## config.mk

```make
export PLATFORM = sky130hd
export DESIGN_NAME = mode_map_ctrl
export DESIGN_NICKNAME = d
export VERILOG_FILES = /design/src/mode_map_pkg.sv /design/src/master_arb.sv /design/src/mode_map_ctrl.sv /design/src/page_map.sv
export SDC_FILE = /design/constraint.sdc
export NUM_CORES = 1
export LEC_CHECK = 0
export BUFFER_PORTS_ARGS = -buffer_cell sky130_fd_sc_hd__buf_4
export CORE_UTILIZATION = 42
export CTS_BUF_LIST = sky130_fd_sc_hd__clkbuf_4 sky130_fd_sc_hd__clkbuf_8
export DETAILED_ROUTE_END_ITERATION = 12
export GPL_ROUTABILITY_DRIVEN = 0
export GPL_TIMING_DRIVEN = 0
export PLACE_DENSITY_LB_ADDON = 0.08
export REMOVE_ABC_BUFFERS = 1
export SLEW_MARGIN = 20
export SYNTH_ARGS = -nofsm -noshare
export SYNTH_HDL_FRONTEND = slang
export SYNTH_SLANG_ARGS = --single-unit
```

## constraint.sdc

```tcl
create_clock -name clk -period 2.28 [get_ports clk]
set_clock_uncertainty 0.1 [all_clocks]
set_input_delay 0.228 -clock clk [delete_from_list [all_inputs] [get_ports clk]]
set_output_delay 0.228 -clock clk [all_outputs]
set_load 0.02 [all_outputs]
```

## src/mode_map_pkg.sv

```systemverilog
// Shared constants and types for the mode and memory map controller.
package mode_map_pkg;
	// Register indices; the byte address is four times the index.
	localparam logic [9:0] MODE_IDX = 10'h00b;
	localparam logic [9:0] DIRECT_IDX = 10'h011;
	localparam logic [9:0] PAGE_IDX = 10'h015;
	localparam int APB_AW = 12;
	localparam int APB_DW = 32;
	localparam logic [1:0] WORD_ALIGNED = 2'h0;
	// Field layout.
	localparam int MODE_BIT = 7;
	localparam int PAGE_W = 4;
	localparam int DIRECT_W = 8;
	// Mode encodings and reset values.
	localparam logic MODE_SPECIAL = 1'b0;
	localparam logic MODE_NORMAL = 1'b1;
	localparam logic MODE_SRST = 1'b1;
	localparam logic [PAGE_W-1:0] PAGE_RST = 4'he;
	localparam logic [DIRECT_W-1:0] DIRECT_RST = 8'h00;
	// Local and global address layout.
	localparam int LADDR_W = 16;
	localparam int GADDR_W = 18;
	localparam int OFFS_W = 14;
	localparam logic [1:0] BLK_FIX0 = 2'h0;
	localparam logic [1:0] BLK_FIX1 = 2'h1;
	localparam logic [1:0] BLK_WIN = 2'h2;
	localparam logic [1:0] BLK_FIX3 = 2'h3;
	localparam logic [PAGE_W-1:0] PAGE_FIX0 = 4'hc;
	localparam logic [PAGE_W-1:0] PAGE_FIX1 = 4'hd;
	localparam logic [PAGE_W-1:0] PAGE_FIX3 = 4'hf;
	localparam logic [PAGE_W-1:0] FLASH_FIRST_PAGE = 4'h8;
	localparam logic [LADDR_W-1:0] REG_SPACE_END = 16'h0400;
	// Arbiter states.
	typedef enum logic [1:0] {GNT_NONE, GNT_CPU, GNT_DBG} grant_e;
endpackage

```

## src/master_arb.sv

```systemverilog
// Two-master bus arbiter; the debug master has priority when idle.
`timescale 1ns/1ps
`default_nettype none
module master_arb (
	// Clock and reset.
	input wire logic clk,
	input wire logic srst,
	// Requests.
	input wire logic cpu_req,
	input wire logic dbg_req,
	// Grants.
	output var mode_map_pkg::grant_e grant
);
	import mode_map_pkg::*;

	grant_e grant_ff;
	grant_e nxt_grant;

	// one master: a grant holds until its owner drops the request.
	always_comb begin
		nxt_grant = grant_ff;
		unique case (grant_ff)
			GNT_NONE: begin
				if (dbg_req) begin
					nxt_grant = GNT_DBG;
				end else if (cpu_req) begin
					nxt_grant = GNT_CPU;
				end
			end
			GNT_CPU: begin
				if (!cpu_req) begin
					nxt_grant = GNT_NONE;
				end
			end
			GNT_DBG: begin
				if (!dbg_req) begin
					nxt_grant = GNT_NONE;
				end
			end
		endcase
	end

	// Grant state register.
	always_ff @(posedge clk) begin
		if (srst) begin
			grant_ff <= GNT_NONE;
		end else begin
			grant_ff <= nxt_grant;
		end
	end

	assign grant = grant_ff;
endmodule // master_arb
`default_nettype wire

```

## src/mode_map_ctrl.sv

```systemverilog
// Operating mode, page registers and master arbitration with map control.
//
// The implementer's own choice: the APB register port.
`timescale 1ns/1ps
`default_nettype none
module mode_map_ctrl #(
	parameter logic [mode_map_pkg::PAGE_W-1:0] FIRST_PAGE =
		mode_map_pkg::FLASH_FIRST_PAGE
) (
	// Clock and synchronous reset.
	input wire logic clk,
	input wire logic srst,
	// APB register slave.
	input wire logic psel,
	input wire logic penable,
	input wire logic pwrite,
	input wire logic [mode_map_pkg::APB_AW-1:0] paddr,
	input wire logic [mode_map_pkg::APB_DW-1:0] pwdata,
	output logic [mode_map_pkg::APB_DW-1:0] prdata,
	output logic pready,
	output logic pslverr,
	// Mode pins and security state.
	input wire logic reset_pin_n,
	input wire logic mode_select_pin,
	input wire logic secured,
	output logic normal_single_chip,
	output logic dbg_enter,
	// Processor master.
	input wire logic cpu_req,
	input wire logic [mode_map_pkg::LADDR_W-1:0] cpu_addr,
	output logic cpu_grant,
	// Background debug master.
	input wire logic dbg_req,
	input wire logic [mode_map_pkg::LADDR_W-1:0] dbg_addr,
	input wire logic [mode_map_pkg::PAGE_W-1:0] dbg_page,
	output logic dbg_grant,
	output logic dbg_denied,
	// Shared resource side.
	output logic [mode_map_pkg::GADDR_W-1:0] glob_addr,
	output logic glob_valid,
	output logic sys_reset_req,
	output logic [mode_map_pkg::PAGE_W-1:0] program_page_bits,
	output logic [mode_map_pkg::DIRECT_W-1:0] direct_page_bits
);
	import mode_map_pkg::*;

	// APB state.
	logic pready_ff;
	logic pslverr_ff;
	logic [APB_DW-1:0] prdata_ff;
	logic [APB_DW-1:0] rd_data;
	logic hit;
	logic sel_mode;
	logic sel_direct;
	logic sel_page;
	logic acc_first;
	logic wr_fire;

	// Mode state.
	logic mode_ff;
	logic reset_pin_q_ff;
	logic mode_lock_ff;
	logic dbg_enter_ff;
	logic pin_release;
	logic mode_wr_try;
	logic mode_new;
	logic mode_allowed;
	logic mode_gate;

	// Page registers.
	logic [PAGE_W-1:0] page_ff;
	logic [DIRECT_W-1:0] direct_ff;
	logic direct_once_ff;

	// Arbitration and translation.
	grant_e grant;
	logic [GADDR_W-1:0] cpu_gaddr;
	logic [GADDR_W-1:0] dbg_gaddr;
	logic cpu_unimpl;
	logic dbg_unimpl;
	logic cpu_in_flash;
	logic dbg_in_flash;
	logic cpu_grant_ff;
	logic dbg_grant_ff;
	logic [GADDR_W-1:0] glob_addr_ff;
	logic glob_valid_ff;
	logic dbg_denied_ff;
	logic sys_reset_ff;

	// Address decode; misaligned byte offsets never hit a register.
	assign sel_mode = (paddr[APB_AW-1:2] == MODE_IDX);
	assign sel_direct = (paddr[APB_AW-1:2] == DIRECT_IDX);
	assign sel_page = (paddr[APB_AW-1:2] == PAGE_IDX);
	assign hit = (paddr[1:0] == WORD_ALIGNED) &&
		(sel_mode || sel_direct || sel_page);
	assign acc_first = psel && penable && !pready_ff;
	// A write commits only at the edge where pready is seen high.
	assign wr_fire = psel && penable && pready_ff && pwrite && hit;

	// Read mux; reserved bits read as zero.
	// read anytime
	always_comb begin
		rd_data = '0;
		if (sel_mode) begin
			rd_data[MODE_BIT] = mode_ff;
		end else if (sel_direct) begin
			rd_data[DIRECT_W-1:0] = direct_ff;
		end else if (sel_page) begin
			rd_data[PAGE_W-1:0] = page_ff;
		end
	end

	// One wait state: pready rises in the second access cycle, then drops.
	always_ff @(posedge clk) begin
		if (srst) begin
			pready_ff <= 1'b0;
		end else begin
			pready_ff <= acc_first;
		end
	end

	// Read data and error are captured with pready and held alongside it.
	always_ff @(posedge clk) begin
		if (srst) begin
			prdata_ff <= '0;
			pslverr_ff <= 1'b0;
		end else if (acc_first) begin
			prdata_ff <= (hit && !pwrite) ? rd_data : '0;
			pslverr_ff <= !hit;
		end else begin
			pslverr_ff <= 1'b0;
		end
	end

	// Release of the external reset is seen as low followed by high.
	always_ff @(posedge clk) begin
		if (srst) begin
			reset_pin_q_ff <= 1'b0;
		end else begin
			reset_pin_q_ff <= reset_pin_n;
		end
	end
	assign pin_release = reset_pin_n && !reset_pin_q_ff;

	// Mode write qualification.
	// secured blocks
	assign mode_wr_try = wr_fire && sel_mode && !secured;
	assign mode_new = pwdata[MODE_BIT];
	assign mode_allowed = (mode_new == mode_ff) ||
		((mode_ff == MODE_SPECIAL) && (mode_new == MODE_NORMAL));
	assign mode_gate = !mode_lock_ff || (mode_ff == MODE_SPECIAL);

	// The mode bit tracks the pin during external reset and at its release.
	// pin overrides bit
	always_ff @(posedge clk) begin
		if (srst) begin
			mode_ff <= MODE_SRST;
		end else if (!reset_pin_n || pin_release) begin
			mode_ff <= mode_select_pin;
		end else if (mode_wr_try && mode_gate && mode_allowed) begin
			mode_ff <= mode_new;
		end
	end

	// A rejected transition locks out later writes until the next reset.
	// lock on reject
	always_ff @(posedge clk) begin
		if (srst || !reset_pin_n) begin
			mode_lock_ff <= 1'b0;
		end else if (mode_wr_try && mode_gate && !mode_allowed) begin
			mode_lock_ff <= 1'b1;
		end
	end

	// Active debug is requested once per reset release in special mode.
	// debug after reset
	always_ff @(posedge clk) begin
		if (srst) begin
			dbg_enter_ff <= 1'b0;
		end else begin
			dbg_enter_ff <= pin_release && (mode_select_pin == MODE_SPECIAL);
		end
	end

	// Program page index; upper bits are not stored.
	// page reset value
	always_ff @(posedge clk) begin
		if (srst) begin
			page_ff <= PAGE_RST;
		end else if (wr_fire && sel_page) begin
			page_ff <= pwdata[PAGE_W-1:0];
		end
	end

	// Direct page register; normal mode allows one write per srst (not per pin reset) so that
	// stray code cannot move the direct page once it is set up.
	// write once normal
	always_ff @(posedge clk) begin
		if (srst) begin
			direct_ff <= DIRECT_RST;
			direct_once_ff <= 1'b0;
		end else if (wr_fire && sel_direct &&
			((mode_ff == MODE_SPECIAL) || !direct_once_ff)) begin
			direct_ff <= pwdata[DIRECT_W-1:0];
			direct_once_ff <= (mode_ff == MODE_NORMAL);
		end
	end

	master_arb u_arb (
		.clk(clk),
		.srst(srst),
		.cpu_req(cpu_req),
		.dbg_req(dbg_req),
		.grant(grant)
	);

	page_map #(.FIRST_PAGE(FIRST_PAGE)) u_cpu_map (
		.laddr(cpu_addr),
		.page(page_ff),
		.gaddr(cpu_gaddr),
		.unimpl(cpu_unimpl),
		.in_flash(cpu_in_flash)
	);

	// The debug master pages through its own page index.
	page_map #(.FIRST_PAGE(FIRST_PAGE)) u_dbg_map (
		.laddr(dbg_addr),
		.page(dbg_page),
		.gaddr(dbg_gaddr),
		.unimpl(dbg_unimpl),
		.in_flash(dbg_in_flash)
	);

	// Grant outputs are registered copies of the arbiter state.
	always_ff @(posedge clk) begin
		if (srst) begin
			cpu_grant_ff <= 1'b0;
			dbg_grant_ff <= 1'b0;
		end else begin
			cpu_grant_ff <= (grant == GNT_CPU);
			dbg_grant_ff <= (grant == GNT_DBG);
		end
	end

	// The granted master's global address drives the shared resources.
	// secured blocks flash
	always_ff @(posedge clk) begin
		if (srst) begin
			glob_addr_ff <= '0;
			glob_valid_ff <= 1'b0;
			dbg_denied_ff <= 1'b0;
		end else begin
			glob_valid_ff <= 1'b0;
			dbg_denied_ff <= 1'b0;
			if (grant == GNT_CPU && cpu_req) begin
				glob_addr_ff <= cpu_gaddr;
				glob_valid_ff <= !cpu_unimpl;
			end else if (grant == GNT_DBG && dbg_req) begin
				glob_addr_ff <= dbg_gaddr;
				if (secured && dbg_in_flash) begin
					dbg_denied_ff <= 1'b1;
				end else begin
					glob_valid_ff <= !dbg_unimpl;
				end
			end
		end
	end

	// Both implemented modes are single-chip, so the check always applies;
	// debug accesses to holes are simply not forwarded.
	// reset on hole
	always_ff @(posedge clk) begin
		if (srst) begin
			sys_reset_ff <= 1'b0;
		end else begin
			sys_reset_ff <= (grant == GNT_CPU) && cpu_req && cpu_unimpl &&
				cpu_in_flash;
		end
	end

	// Output assignments, each straight from a register.
	// bit sets mode
	assign normal_single_chip = mode_ff;
	assign dbg_enter = dbg_enter_ff;
	assign prdata = prdata_ff;
	assign pready = pready_ff;
	assign pslverr = pslverr_ff;
	assign cpu_grant = cpu_grant_ff;
	assign dbg_grant = dbg_grant_ff;
	assign dbg_denied = dbg_denied_ff;
	assign glob_addr = glob_addr_ff;
	assign glob_valid = glob_valid_ff;
	assign sys_reset_req = sys_reset_ff;
	assign program_page_bits = page_ff;
	assign direct_page_bits = direct_ff;
endmodule // mode_map_ctrl
`default_nettype wire

```

## src/page_map.sv

```systemverilog
// Local to global address translation for one bus master.
`timescale 1ns/1ps
`default_nettype none
module page_map #(
	parameter logic [mode_map_pkg::PAGE_W-1:0] FIRST_PAGE =
		mode_map_pkg::FLASH_FIRST_PAGE
) (
	// Local side.
	input wire logic [mode_map_pkg::LADDR_W-1:0] laddr,
	input wire logic [mode_map_pkg::PAGE_W-1:0] page,
	// Global side.
	output var logic [mode_map_pkg::GADDR_W-1:0] gaddr,
	output var logic unimpl,
	output var logic in_flash
);
	import mode_map_pkg::*;

	logic [PAGE_W-1:0] pg;

	// page window: only the third block is paged, the rest are fixed.
	always_comb begin
		unique case (laddr[LADDR_W-1:OFFS_W])
			BLK_FIX0: pg = PAGE_FIX0;
			BLK_FIX1: pg = PAGE_FIX1;
			BLK_WIN: pg = page;
			BLK_FIX3: pg = PAGE_FIX3;
		endcase
	end

	assign gaddr = {pg, laddr[OFFS_W-1:0]};
	// Pages below the first implemented flash page hold nothing.
	assign unimpl = (pg < FIRST_PAGE);
	// The low register space is not flash even in the fixed page.
	assign in_flash = (laddr >= REG_SPACE_END);
endmodule // page_map
`default_nettype wire
```

* Word level (Yosys, flattened, before mapping)
Index checks and enable logic that the tools add are counted.
W data, S select, Z words.
** Word-level totals
- Bits in registers :: 76
- Bits of input ports :: 90
- Output and inout bits :: 71
- Logic and storage cells :: 111
** Operators by class
- Order comparisons :: 4
- Equality and inequality tests :: 15
- Muxes and demuxes :: 21
- Bitwise logic cells :: 4
- Reductions and logical operators :: 50
** Operators by type and width (count)
- $mux W18 :: 2
- $ge A16 B11 Y1 const B :: 2
- $pmux W4 S4 :: 2
- $logic_and A1 B1 Y1 :: 23
- $eq A10 B5 Y1 const B :: 2
- $mux W4 :: 3
- $logic_not A1 Y1 :: 11
- $eq A10 B4 Y1 const B :: 1
- $eq A2 B2 Y1 const B :: 5
- $logic_not A2 Y1 :: 4
- $lt A4 B4 Y1 const B :: 2
- $mux W2 :: 4
- $mux W8 :: 1
- $logic_or A1 B1 Y1 :: 7
- $mux W1 :: 7
- $mux W7 :: 1
- $eq A2 B1 Y1 const B :: 3
- $pmux W2 S3 :: 1
- $ne A2 B2 Y1 const B :: 2
- $not A1 Y1 :: 4
- $reduce_bool A2 Y1 :: 2
- $ne A3 B3 Y1 const B :: 1
- $reduce_and A3 Y1 :: 1
- $reduce_or A3 Y1 :: 1
- other kinds (2) :: 2

* Depth between registers and ports, before layout
- Depth in word-level cells :: 11
- Mapped depth :: 7

* Cells and area by module
From an unflattened synthesis, not the netlist that was laid out.
** Second synthesis, totals
- Cell total of the unflattened synthesis :: 302
- Area total of the unflattened synthesis :: 2728.9 sq um
** Modules (own cells, without submodules)
- mode_map_ctrl :: times used 1, cells each 242, area each 2264.7 sq um
- page_map :: times used 2, cells each 22, area each 160.2 sq um
- master_arb :: times used 1, cells each 16, area each 143.9 sq um

* Worst setup path after synthesis
OpenSTA, ideal clock, no wires.
- Path type :: reg-to-reg
- From :: register u_arb.grant_ff[0] (netlist: u_arb.grant[0])
- To :: register u_arb.grant_ff[1] (netlist: u_arb.grant[1])
- Library setup time :: 128 ps
- Arrival time :: 1408 ps
- Setup slack :: 644 ps
- Stages on the path, launching flop included :: 8
- Buffers on the path :: 1
- Clock period less this slack :: 1636 ps
- Cells stage by stage :: dfxtp_1 inv_1 ha_1 and2_1 buf_2 a211o_1 a22oi_1 nor2_1
** Between the ends
- Word-level cells in the longest chain between the ends :: 3
** Ends and longest elaborated chain
- start: declaration :: line master_arb.sv:16 : grant_e grant_ff;
- start signal: assignment :: line master_arb.sv:48 : grant_ff <= nxt_grant;
- $eq A2 B2 Y1, or another cell as far along :: line master_arb.sv:22 : unique case (grant_ff)
- $ne A2 B2 Y1 (no source line) or $ne A3 B3 Y1 (tied branches)
- $reduce_and A3 Y1 (no source line)
Several ways; a longest one is shown, not always the timed one.
A chain may end at the register's enable or synchronous reset.

* Worst setup path after layout
Ends and elaborated chain as after synthesis.

==> summary.md <==
| Metric | Value |
|---|---|
| Status | finished clean |
| Post-synth EDFFs | 0 |
| Inst Count DP | 465 |
| DR vias/cell | 5.07 |
| Commonest cells post-synth | dfxtp_1, nand2_1, nor2_1, buf_4, a21oi_1 |
| Worst Path Arrival | 2.04 ns |
| Syn_area_per_cell | approximately 8.5 µm² |
| Sw Ratio | 29.2% |
| Layout area overhead | 34.0% |
| CP max FO | 19 |
| GRT overflow | 0 |
| Slew @ Worst Pin | 0.749 ns |
| Worst skew pair latency | 0.30 ns |
| Ports | between 150 and 200 |
| Chip height | about 80 µm |
| Final Cycle Share | 86.1% |
| Post-synth ARST share | 0% |
| Yosys cell types | 46 |
| Fillers | 528 |
| Worst hold path class | in -> reg |
| Internal power | 1.38 mW |
| Clock root cell | clkbuf_8 |
| Pre-antenna DRT Iters | 4 |
| F_max | between 500 and 600 MHz |
| Final WL | 6410 µm |
| Highest metal used | met4 |
| Largest net degree at the start of global routing | 52 |
| CTS tree | yes |
| First-pass GRT wire length | 10100 µm |
| Antenna violation net count after detailed routing | 0 |
| Synth Register Bits | 52 |
| Ys flop type | dfxtp_1 |
| # diodes | 0 |
| Critical Path RT | approximately 2.4 ns |
| Psw | 0.572 mW |
| IO Port Bufs | 112 |
| Finished Layout Cells | 473 |
| Final setup violation count | 0 |
| RSZ-0062 raised after global routing | no |
| Tmin final | 1.96 ns |
| Register share of total power | 50.5% |
| Sink Count | 52 |
| Die X | 79.6 µm |
| Die ar. | 0.00633 mm² |
| Most frequent cell after synthesis | dfxtp_1 |
| Yosys warning count | 0 |
| Layout cells sized above 1 | 32.2% |
| # rows | 27 |
| M1 wire length | 2980 µm |
| Max_slew headroom | roughly half |
| Via count | about 2400 |
| Area contributors post-synth | dfxtp_1, buf_4, nand2_1, nor2_1, a311oi_1 |
| GRT Total Usage | 20.6% |
| Post-synthesis sequential area ratio | between 40% and 50% |
| Mapped Area | 0.00253 mm² |
| Starting Density | 44.8% |
| Startpoint types | flop |
| Routed wl met2 | 2880 µm |
| Clock power frac | between 20% and 30% |
| Drc violations | 0 |
| Core ar. | 0.00564 mm² |
| Setup TNS | 0 ns |
| Kind of end point of the critical path | flop |
| Final Max Tran Viols | 0 |
| Critical path class | reg -> reg |
| DRT iter0 DRCs | 164 |
| Post-synth top area share | 41.2% |
| Detailed Place HPWL | 4670 µm |
| Cell taking the most area after synthesis | dfxtp_1 |
| CTS Buf Count | 5 |
| IR drop worst, VDD | 0.376 mV |
| Reg clk slew, reported paths | 0.09 ns |
| Combinational share of power | a little under a quarter |
| Max_cap viols | 0 |
| Pwr/cell area | 577 mW/mm² |
| # nets final | 494 |
| Count of final hold-check violations | 0 |
| Leak pwr | 1.45 nW |
| Initial antenna violation count | 0 |
| Post-Synthesis Cells | around 300 |
| Wire length per cell | 13.6 µm |
| Vias in the first global route | 2056 |
| CTS Buffer Depth | 2 |
| Post-CTS Setup Inserts | 0 |
| H-tree depth | 2 |
| Met3 WL | ~460 µm |
## kinds of logic (layout without fill, tap and decap cells)
family                   after synthesis  count (layout)  share of synthesized area [%]
flip-flops                            52              52                           41.2
other                                  1              24                          0.148
adder cells (fa/ha/maj)                3               3                           1.49
multiplexers                          10              10                           3.96
buffers and inverters                 43             123                           10.4
AND/OR/NAND/NOR                      127             127                           26.7
AO/OA/AOI/OAI                         62              62                           16.1
## worst max-delay path: stages, from the launching register on
cell     delay, ns
dfxtp_1       0.36
inv_1         0.07
ha_1          0.23
and2_1        0.41
a211o_1       0.41
a22oi_1       0.20
nor2_1        0.05
## stage by stage
step / util [%] / power, mW / instance area (µm²) / worst slack, ns / hold WS (ns)
after floorplan: - / 1.24 / 2360 / 0.602 / 0.197
after global placement: 58.4 / 1.46 / 3290 / 0.245 / 0.307
after detailed placement: 58.4 / 1.46 / 3290 / 0.228 / 0.307
after CTS: 60.0 / 1.98 / 3380 / 0.184 / 0.0818
after global routing: 60.0 / 2.06 / 3390 / 0.191 / 0.0764
final: 60.0 / 1.96 / 3390 / 0.317 / 0.0852
## power by group through the flow
stage	sequential (mW)	clock [mW]	combinational (mW)
floorplan	1.06	0	0.179
global placement	1.01	0	0.448
detailed placement	1.01	0	0.456
CTS	0.988	0.529	0.459
global route	0.994	0.570	0.499
finish	0.987	0.511	0.457
## registers in the layout (all words and copies together), names as in the netlist, 2 cells and up
name / flops
direct_page_bits: 8
program_page_bits: 4
prdata: 8
u_arb.grant: 2
glob_addr: 18
## path summary, 6_finish.rpt
| kind | slack, ns | to | cells past startpoint | startpoint |
|---|---|---|---|---|
| worst max-delay path | 0.32 | u_arb.grant[1] | 6 | u_arb.grant[0] |
| worst min-delay path | 0.09 | glob_addr[9] | 3 | dbg_addr[9] |
| worst min register to register | 0.35 | prdata[1] | 2 | prdata[1] |
| worst max register to register | 0.32 | u_arb.grant[1] | 6 | u_arb.grant[0] |
## layout make-up
| cell class | count | area, µm² | share of cell area (%) |
|---|---|---|---|
| Multi-Input combinational cell | 226 | 1310 | 38.8 |
| Sequential cell | 52 | 1040 | 30.7 |
| Timing Repair Buffer | 113 | 851 | 25.1 |
| Tap cell | 72 | 90.1 | 2.66 |
| Clock buffer | 6 | 76.3 | 2.25 |
| Inverter | 3 | 11.3 | 0.332 |
| Clock inverter | 1 | 5.00 | 0.148 |
## metal layers
metal	vias up	GRT usage [%]
li1	1209	-
met1	1094	28.9
met2	86	30.2
met3	8	5.71
met4	0	6.55
met5	-	0
## what timing repair did
action | CTS | global route
hold endpoints to repair | 1 | 0
hold buffers | 1 | 0
resized for setup | 0 | 0
## cells in the final DEF (no fill, tap or decap), types with 3 or more instances in the layout
master    count
a311oi_1     14
nand3_1      11
o21ai_1       4
dfxtp_1      52
ha_1          3
nor2_1       34
mux2i_1      10
a21oi_1      16
buf_4       112
nor2b_1       4
conb_1       24
nor4_1        3
and2_1        4
nand2_1      40
inv_1         3
clkbuf_8      5
nand2b_1      7
nand4_1       4
a211oi_1      6
o21ai_0      13
(Power assumes the default switching activity.)
